--- src/design/usb_cfg_pkg.sv ---
package usb_cfg_pkg;

  localparam int ADDR_W = 8;
  localparam int DATA_W = 32;

  // Register byte offsets
  localparam logic [ADDR_W-1:0] OFS_WINDOW_BASE = 8'h10;
  localparam logic [ADDR_W-1:0] OFS_SUBSYSTEM = 8'h2c;
  localparam logic [ADDR_W-1:0] OFS_CAP_PTR = 8'h34;
  localparam logic [ADDR_W-1:0] OFS_INTERRUPT = 8'h3c;
  localparam logic [ADDR_W-1:0] OFS_RELEASE = 8'h60;
  localparam logic [ADDR_W-1:0] OFS_LOAD_CTRL = 8'h70;

  // Field layout
  localparam int BASE_LSB = 8;
  localparam int IRQ_PIN_LSB = 8;
  localparam int SUBSYS_LSB = 16;

  // Reset values
  localparam logic [23:0] WINDOW_BASE_RST = 24'h000000;
  localparam logic [7:0] CAP_PTR_RST = 8'h80;
  localparam logic [7:0] IRQ_LINE_RST = 8'h00;
  localparam logic [7:0] RELEASE_RST = 8'h20;
  localparam logic [7:0] IRQ_PIN_F0 = 8'h01;
  localparam logic [7:0] IRQ_PIN_F1 = 8'h02;
  localparam logic [7:0] IRQ_PIN_F2 = 8'h03;
  localparam logic [1:0] EHCI_FUNC = 2'd2;

  // Side-band load targets
  typedef enum logic [1:0] {
    LD_VENDOR = 2'b00,
    LD_SUBSYS = 2'b01,
    LD_CAPPTR = 2'b11
  } load_sel_t;

  typedef struct packed {
    logic valid;
    load_sel_t sel;
    logic [15:0] data;
  } load_req_t;

endpackage

--- src/design/usb_host_config_header_regs.sv ---
// Function
// Window base bits 31:8 writable, 7:0 zero; the code stores it only in the EHCI function, others read zero
// Read-only subsystem vendor and device identifiers
// Read-only capability pointer, default 80h
// Interrupt routing byte read-write, resets 00h
// Legacy interrupt select 01h/02h/03h by function
// EHCI only: release number 20h read-only
// Host writes never change read-only fields
//
// Design decision made here: the APB interface to the registers.
`timescale 1ns/1ps
`default_nettype none

module usb_host_config_header_regs
  import usb_cfg_pkg::*;
#(
  parameter logic [1:0] FUNC_NUM = 2'd2,
  // Arbitrary neutral identity values
  parameter logic [15:0] SUBSYS_VENDOR_RST = 16'h1234,
  parameter logic [15:0] SUBSYS_OHCI_RST = 16'h0001,
  parameter logic [15:0] SUBSYS_EHCI_RST = 16'h0002
) (
  input wire logic pclk,
  input wire logic presetn,
  input wire logic psel,
  input wire logic penable,
  input wire logic pwrite,
  input wire logic [ADDR_W-1:0] paddr,
  input wire logic [DATA_W-1:0] pwdata,
  input wire logic [3:0] pstrb,
  output logic [DATA_W-1:0] prdata,
  output logic pready,
  output logic pslverr,
  input wire load_req_t load_req,
  output logic [DATA_W-1:0] window_base
);

  // Elaboration-time refusal of a function number with no interrupt select code
  if (FUNC_NUM > 2'd2) begin : g_func_chk
    $error("FUNC_NUM must be 0, 1 or 2");
  end

  localparam bit IS_EHCI = (FUNC_NUM == EHCI_FUNC);
  localparam logic [7:0] IRQ_PIN_VAL =
    (FUNC_NUM == 2'd0) ? IRQ_PIN_F0 : (FUNC_NUM == 2'd1) ? IRQ_PIN_F1 : IRQ_PIN_F2;
  localparam logic [15:0] SUBSYS_RST = IS_EHCI ? SUBSYS_EHCI_RST : SUBSYS_OHCI_RST;

  logic [23:0] base_r;
  logic [15:0] vendor_r;
  logic [15:0] subsys_r;
  logic [7:0] cap_ptr_r;
  logic [7:0] irq_line_r;
  logic [DATA_W-1:0] rd_nxt;
  logic mapped;
  logic wr_acc;
  logic rd_acc;

  // Zero-wait slave: every access phase completes in one cycle
  assign wr_acc = psel && penable && pwrite;
  assign rd_acc = psel && !penable && !pwrite;

  always_comb begin
    mapped = 1'b1;
    rd_nxt = '0;
    unique case (paddr)
      OFS_WINDOW_BASE: rd_nxt = IS_EHCI ? {base_r, 8'h00} : '0;
      OFS_SUBSYSTEM: rd_nxt = {subsys_r, vendor_r};
      OFS_CAP_PTR: rd_nxt = {24'h000000, cap_ptr_r};
      OFS_INTERRUPT: rd_nxt = {16'h0000, IRQ_PIN_VAL, irq_line_r};
      OFS_RELEASE: rd_nxt = IS_EHCI ? {24'h000000, RELEASE_RST} : '0;
      default: mapped = 1'b0;
    endcase
  end

  // Window base; low byte is never stored so it reads zero
  always_ff @(posedge pclk or negedge presetn) begin
    if (!presetn) begin
      base_r <= WINDOW_BASE_RST;
    end else if (IS_EHCI && wr_acc && paddr == OFS_WINDOW_BASE) begin
      for (int b = 1; b < 4; b++) begin
        if (pstrb[b]) begin
          base_r[(b-1)*8 +: 8] <= pwdata[b*8 +: 8];
        end
      end
    end
  end

  always_ff @(posedge pclk or negedge presetn) begin
    if (!presetn) begin
      irq_line_r <= IRQ_LINE_RST;
    end else if (wr_acc && paddr == OFS_INTERRUPT && pstrb[0]) begin
      irq_line_r <= pwdata[7:0];
    end
  end

  // Read-only defaults: only the side-band load path touches them
  always_ff @(posedge pclk or negedge presetn) begin
    if (!presetn) begin
      vendor_r <= SUBSYS_VENDOR_RST;
      subsys_r <= SUBSYS_RST;
      cap_ptr_r <= CAP_PTR_RST;
    end else if (load_req.valid) begin
      unique case (load_req.sel)
        LD_VENDOR: vendor_r <= load_req.data;
        LD_SUBSYS: subsys_r <= load_req.data;
        LD_CAPPTR: cap_ptr_r <= load_req.data[7:0];
        default: ;
      endcase
    end
  end

  always_ff @(posedge pclk or negedge presetn) begin
    if (!presetn) begin
      prdata <= '0;
      pready <= 1'b0;
      pslverr <= 1'b0;
    end else begin
      pready <= psel && !penable;
      pslverr <= psel && !penable && !mapped;
      if (rd_acc) begin
        prdata <= rd_nxt;
      end
    end
  end

  always_ff @(posedge pclk or negedge presetn) begin
    if (!presetn) begin
      window_base <= '0;
    end else begin
      window_base <= IS_EHCI ? {base_r, 8'h00} : '0;
    end
  end

  cap_ro_a: assert property (@(posedge pclk) disable iff (!presetn)
    (wr_acc && !load_req.valid) |=> $stable(cap_ptr_r) && $stable(vendor_r)
      && $stable(subsys_r)) else $error("Host write changed read-only field");

  base_low_a: assert property (@(posedge pclk) disable iff (!presetn)
    window_base[7:0] == 8'h00) else $error("Window base low byte not zero");

  base_wr_a: assert property (@(posedge pclk) disable iff (!presetn)
    (IS_EHCI && wr_acc && paddr == OFS_WINDOW_BASE && pstrb == 4'hf)
      |=> ##1 window_base[31:8] == $past(pwdata[31:8], 2))
    else $error("Window base write lost");

  line_wr_a: assert property (@(posedge pclk) disable iff (!presetn)
    (wr_acc && paddr == OFS_INTERRUPT && pstrb[0]) |=> irq_line_r == $past(pwdata[7:0]))
    else $error("Interrupt routing write lost");

  pin_rd_a: assert property (@(posedge pclk) disable iff (!presetn)
    (rd_acc && paddr == OFS_INTERRUPT) |=> prdata[15:8] == IRQ_PIN_VAL && pready)
    else $error("Interrupt select read wrong");

  rel_rd_a: assert property (@(posedge pclk) disable iff (!presetn)
    (rd_acc && paddr == OFS_RELEASE) |=> prdata == (IS_EHCI ? 32'h00000020 : 32'h0))
    else $error("Release number read wrong");

  cap_load_a: assert property (@(posedge pclk) disable iff (!presetn)
    (load_req.valid && load_req.sel == LD_CAPPTR) |=> cap_ptr_r == $past(load_req.data[7:0]))
    else $error("Capability pointer load lost");

  subsys_rd_a: assert property (@(posedge pclk) disable iff (!presetn)
    (rd_acc && paddr == OFS_SUBSYSTEM) |=> prdata == $past({subsys_r, vendor_r}))
    else $error("Subsystem identifier read wrong");

  // Stored fields move only on their own write or load strobe
  base_keep_a: assert property (@(posedge pclk) disable iff (!presetn)
    !(wr_acc && paddr == OFS_WINDOW_BASE) |=> $stable(base_r))
    else $error("Window base changed without write");

  base_rd_a: assert property (@(posedge pclk) disable iff (!presetn)
    (rd_acc && paddr == OFS_WINDOW_BASE) |=> prdata[7:0] == 8'h00)
    else $error("Window base low byte read nonzero");

  base_copy_a: assert property (@(posedge pclk) disable iff (!presetn)
    1'b1 |=> window_base == (IS_EHCI ? {$past(base_r), 8'h00} : 32'h00000000))
    else $error("Window base copy wrong");

  vendor_load_a: assert property (@(posedge pclk) disable iff (!presetn)
    (load_req.valid && load_req.sel == LD_VENDOR) |=> vendor_r == $past(load_req.data))
    else $error("Vendor identifier load lost");

  subsys_load_a: assert property (@(posedge pclk) disable iff (!presetn)
    (load_req.valid && load_req.sel == LD_SUBSYS) |=> subsys_r == $past(load_req.data))
    else $error("Subsystem identifier load lost");

  cap_rd_a: assert property (@(posedge pclk) disable iff (!presetn)
    (rd_acc && paddr == OFS_CAP_PTR) |=> prdata == {24'h000000, $past(cap_ptr_r)})
    else $error("Capability pointer read wrong");

  line_keep_a: assert property (@(posedge pclk) disable iff (!presetn)
    !(wr_acc && paddr == OFS_INTERRUPT && pstrb[0]) |=> $stable(irq_line_r))
    else $error("Interrupt routing changed without write");

  line_rd_a: assert property (@(posedge pclk) disable iff (!presetn)
    (rd_acc && paddr == OFS_INTERRUPT) |=> prdata[7:0] == $past(irq_line_r))
    else $error("Interrupt routing read wrong");

  pin_hi_a: assert property (@(posedge pclk) disable iff (!presetn)
    (rd_acc && paddr == OFS_INTERRUPT) |=> prdata[31:16] == 16'h0000)
    else $error("Interrupt word upper half nonzero");

  // A load-free cycle leaves every read-only default alone
  ro_keep_a: assert property (@(posedge pclk) disable iff (!presetn)
    !load_req.valid |=> $stable(cap_ptr_r) && $stable(vendor_r) && $stable(subsys_r))
    else $error("Read-only field changed without load");

  err_map_a: assert property (@(posedge pclk) disable iff (!presetn)
    (psel && !penable && !mapped) |=> pslverr && pready)
    else $error("Unmapped access not flagged");

  ok_map_a: assert property (@(posedge pclk) disable iff (!presetn)
    (psel && !penable && mapped) |=> !pslverr && pready)
    else $error("Mapped access flagged as error");

  rdy_one_a: assert property (@(posedge pclk) disable iff (!presetn)
    pready |=> !pready)
    else $error("Ready held beyond one cycle");

  // Release number is a constant, so only the read path can break it
  rel_hi_a: assert property (@(posedge pclk) disable iff (!presetn)
    (rd_acc && paddr == OFS_RELEASE) |=> prdata[31:8] == 24'h000000)
    else $error("Release word upper bits nonzero");

endmodule // usb_host_config_header_regs

`default_nettype wire

--- config.mk ---
export PLATFORM = sky130hd
export DESIGN_NAME = usb_host_config_header_regs
export DESIGN_NICKNAME = d
export VERILOG_FILES = /design/src/design/usb_cfg_pkg.sv /design/src/design/usb_host_config_header_regs.sv
export SDC_FILE = /design/constraint.sdc
export NUM_CORES = 1
export LEC_CHECK = 0
export ABC_AREA = 1
export BUFFER_PORTS_ARGS = -buffer_cell sky130_fd_sc_hd__buf_2
export CAP_MARGIN = 0
export CELL_PAD_IN_SITES_DETAIL_PLACEMENT = 1
export CELL_PAD_IN_SITES_GLOBAL_PLACEMENT = 1
export CORE_UTILIZATION = 25
export CTS_CLUSTER_SIZE = 24
export DETAILED_ROUTE_END_ITERATION = 8
export PLACE_DENSITY = 0.6
export RECOVER_POWER = 50
export SYNTH_ARGS = -nofsm -noshare
export SYNTH_HDL_FRONTEND = slang
export SYNTH_SLANG_ARGS = --single-unit
--- constraint.sdc ---
create_clock -name pclk -period 1.33 [get_ports pclk]
set_input_delay 0.0665 -clock pclk [delete_from_list [all_inputs] [get_ports pclk]]
set_output_delay 0.0665 -clock pclk [all_outputs]
set_load 0.01 [all_outputs]
==> metrics <==
status=completed; global placement routability congestion=0.714; post-CTS repair timing setup buffer count=0; # diodes=0; number of top-level pins=134; final clock skew=0.00510 ns; critical path cell sequence=dlygate4sd3_1 -> buf_2 -> nand3_1 -> inv_2 -> buf_6 -> nand3_4 -> nand2_1 -> o21ai_2; number of max-slew violations in the final report=0; synth unique cells=22; maximum number of pins on one net before global-route repair=92; max-cap violations=0; post-detailed-route count of antenna-violating nets=0; Cell Pwr Density=1290 mW/mm^2; cell class contributing the biggest share of worst-path delay=buffers and inverters; Bufs and invs on worst path=4; crit share post-route=0.932; number of warnings issued by yosys=0; TritonCTS clock tree=yes; classification of the worst setup path=input port to flip-flop; Layout area overhead=38.7%; worst vdd rail ir drop=0.637 mV; Clock Root Buffer=clkbuf_16; largest fanout of any net on the critical path=16; Num CTS Buffers=17; wire length of the first global-routing pass=25,000 um; first-pass detailed-route iteration total=4; Synth Instances=606; fraction of final layout cells sized beyond drive strength 1=0.268; core region area=0.0211 sq mm; top achievable clock speed=807 MHz; final number of setup-violating endpoints=0; Filler cells=2,529; number of endpoints with negative hold slack in the final report=0; cell area reported after detailed placement=0.00641 sq mm; number of cells on the worst reg-to-reg path=4; Tightest Pin Transition=0.506 ns; Final nets=860; P_leak=4.12 nW; finished layout cell area=0.00750 sq mm; standard-cell rows=53; delay contributed by the slowest stage of the critical path=0.53 ns; number of clock sinks=130; Slew HR=0.662; CP Depth=8; First DRT Iteration DRCs=180; number of remaining DRC errors=0; DR vias=4,477; CP Capture Type=flip-flop; deepest clock path buffer count=2; Hold Worst Slack=0.00635 ns; total overflow reported by the global router=0; routed len/inst=14.2 um; die width=149 um; die span in y=149 um; syn avg cell area=8.93 sq um; worst min path class=input port to flip-flop; flops & latches, synth=130; endpoint required time on the critical path=1.64 ns; clock-pin slew reported for the worst setup and hold paths after clock tree synthesis=0.06 ns; critical path launch point type=input port; data arrival at the endpoint of the critical path=1.55 ns; number of antenna violations at the first check in global routing=0; initial core utilization=0.257; Die ar.=0.0222 sq mm; standard cell with the maximum stage delay on the critical path=dlygate4sd3_1; sum of routed wire length over all layers=15,400 um; mean number of vias per cell=4.15; Hold Path Depth=3; final period demand of the worst path=1.24 ns; HPWL after detailed placement=11,100 um; count of buffers from port buffering=125; cell area after synthesis=0.00541 sq mm; Seq/Total Area, Yosys=0.603; insertion delay to the later sink of the worst-skew pair=0.43 ns; H-tree depth=4; via count of the first global-routing pass=4,684; overall routing resource usage=0.148
==> kinds of logic (layout without fill, tap and decap cells) <==
family / count (synthesis) / in the layout / synth area share
AND/OR/NAND/NOR: 307 / 307 / 0.234
flip-flops: 130 / 130 / 0.603
buffers and inverters: 94 / 286 / 0.0775
other: 1 / 8 / 0.000693
AO/OA/AOI/OAI: 74 / 74 / 0.0851
==> metrics by stage <==
step | util | worst slack [ns] | total power [mW] | TNS, ns | cells
after CTS | 0.355 | 0.0360 | 9.80 | 0 | 1080
after global placement | 0.304 | 0.0237 | 4.98 | 0 | 998
after floorplan | - | 0.170 | 4.64 | 0 | 613
final | 0.356 | 0.0910 | 9.67 | 0 | 1080
after global routing | 0.356 | -0.0173 | 10.1 | -0.0198 | 1080
after detailed placement | 0.304 | -0.0289 | 5.00 | -0.164 | 998
==> placed cells by master, fill, tap and decap left out, drive strengths merged <==
| cell type | Yosys | final |
|---|---|---|
| clkbuf | 15 | 18 |
| and2 | 1 | 1 |
| nor2 | 13 | 13 |
| dfrtp | 123 | 123 |
| nand2 | 254 | 254 |
| inv | 60 | 64 |
| conb | 1 | 8 |
| clkinvlp | 0 | 5 |
| bufinv | 0 | 2 |
| dfstp | 7 | 7 |
| nand3b | 1 | 1 |
| dlygate4sd3 | 0 | 50 |
| nor3 | 1 | 1 |
| buf | 18 | 143 |
| clkinv | 1 | 4 |
| nand3 | 37 | 37 |
| o21ai | 74 | 74 |
==> path summary, 6_finish.rpt <==
check                      slack [ns]              end          from
setup / recovery                 0.09       base_r[23]       penable
hold / removal                  0.006     vendor_r[10]  load_req[10]
setup reg to reg                 0.40        prdata[9]   vendor_r[9]
hold reg to reg                  0.40  window_base[26]    base_r[18]
max in group asynchronous        0.68      vendor_r[5]       presetn
min in group asynchronous        0.22       base_r[13]       presetn
==> area by class of cell <==
class | count | area, sq um | share of cell area
repair buffers | 193 | 1320 | 0.176
inverters | 61 | 229 | 0.0305
clock inverters | 14 | 155 | 0.0207
clock buffers | 18 | 429 | 0.0572
well taps | 275 | 344 | 0.0459
flip-flops and latches | 130 | 3260 | 0.435
multi-input cells | 389 | 1760 | 0.235
==> cell usage after synthesis <==
cell	count	area share
nand2_1	253	0.18
buf_2	5	0.0046
nand3b_1	1	0.0014
o21ai_0	50	0.046
inv_1	58	0.040
dfstp_2	7	0.034
o21ai_2	24	0.039
inv_2	2	0.0014
nor2_1	12	0.0083
conb_1	1	0.00069
nand3_1	33	0.031
nand2_2	1	0.0012
nor2_2	1	0.0012
nand3_4	3	0.0097
nor3_4	1	0.0030
buf_6	3	0.0062
nand3_2	1	0.0019
clkbuf_1	15	0.010
clkinv_1	1	0.00069
dfrtp_1	123	0.57
buf_4	10	0.014
and2_1	1	0.0012
==> metal layers <==
layer	wire length (um)	vias to the layer above	part of all wire	GRT usage
li1	-	2231	-	-
met5	0	-	0	0
met3	410	17	0.027	0.0284
met2	7780	74	0.51	0.250
met1	6910	2155	0.45	0.188
met4	251	0	0.016	0.0566
==> worst register-to-register path, delay by kind of cell, from the launching register on <==
family / cells / cell delay, ns
simple gates: 4 / 0.32
flops: 1 / 0.56
==> power breakdown <==
| part | switching (mW) | internal (mW) |
|---|---|---|
| sequential | 0.136 | 4.20 |
| combinational | 0.387 | 0.310 |
| clock | 1.86 | 2.78 |
| total | 2.39 | 7.28 |
==> sequential cells by signal, summed over array words and instances, names as in the netlist <==
register / cells
base_r: 24
cap_ptr_r: 8
irq_line_r: 8
prdata: 32
pready: 1
pslverr: 1
subsys_r: 16
vendor_r: 16
window_base: 24
==> repair_timing <==
action                                  in CTS  in global routing
gates resized for setup                      0                  4
hold buffers                                50                  0
hold endpoints to repair                   184                  0
endpoints found under the setup margin       0                 43
Power figures use the tool's default switching activity.
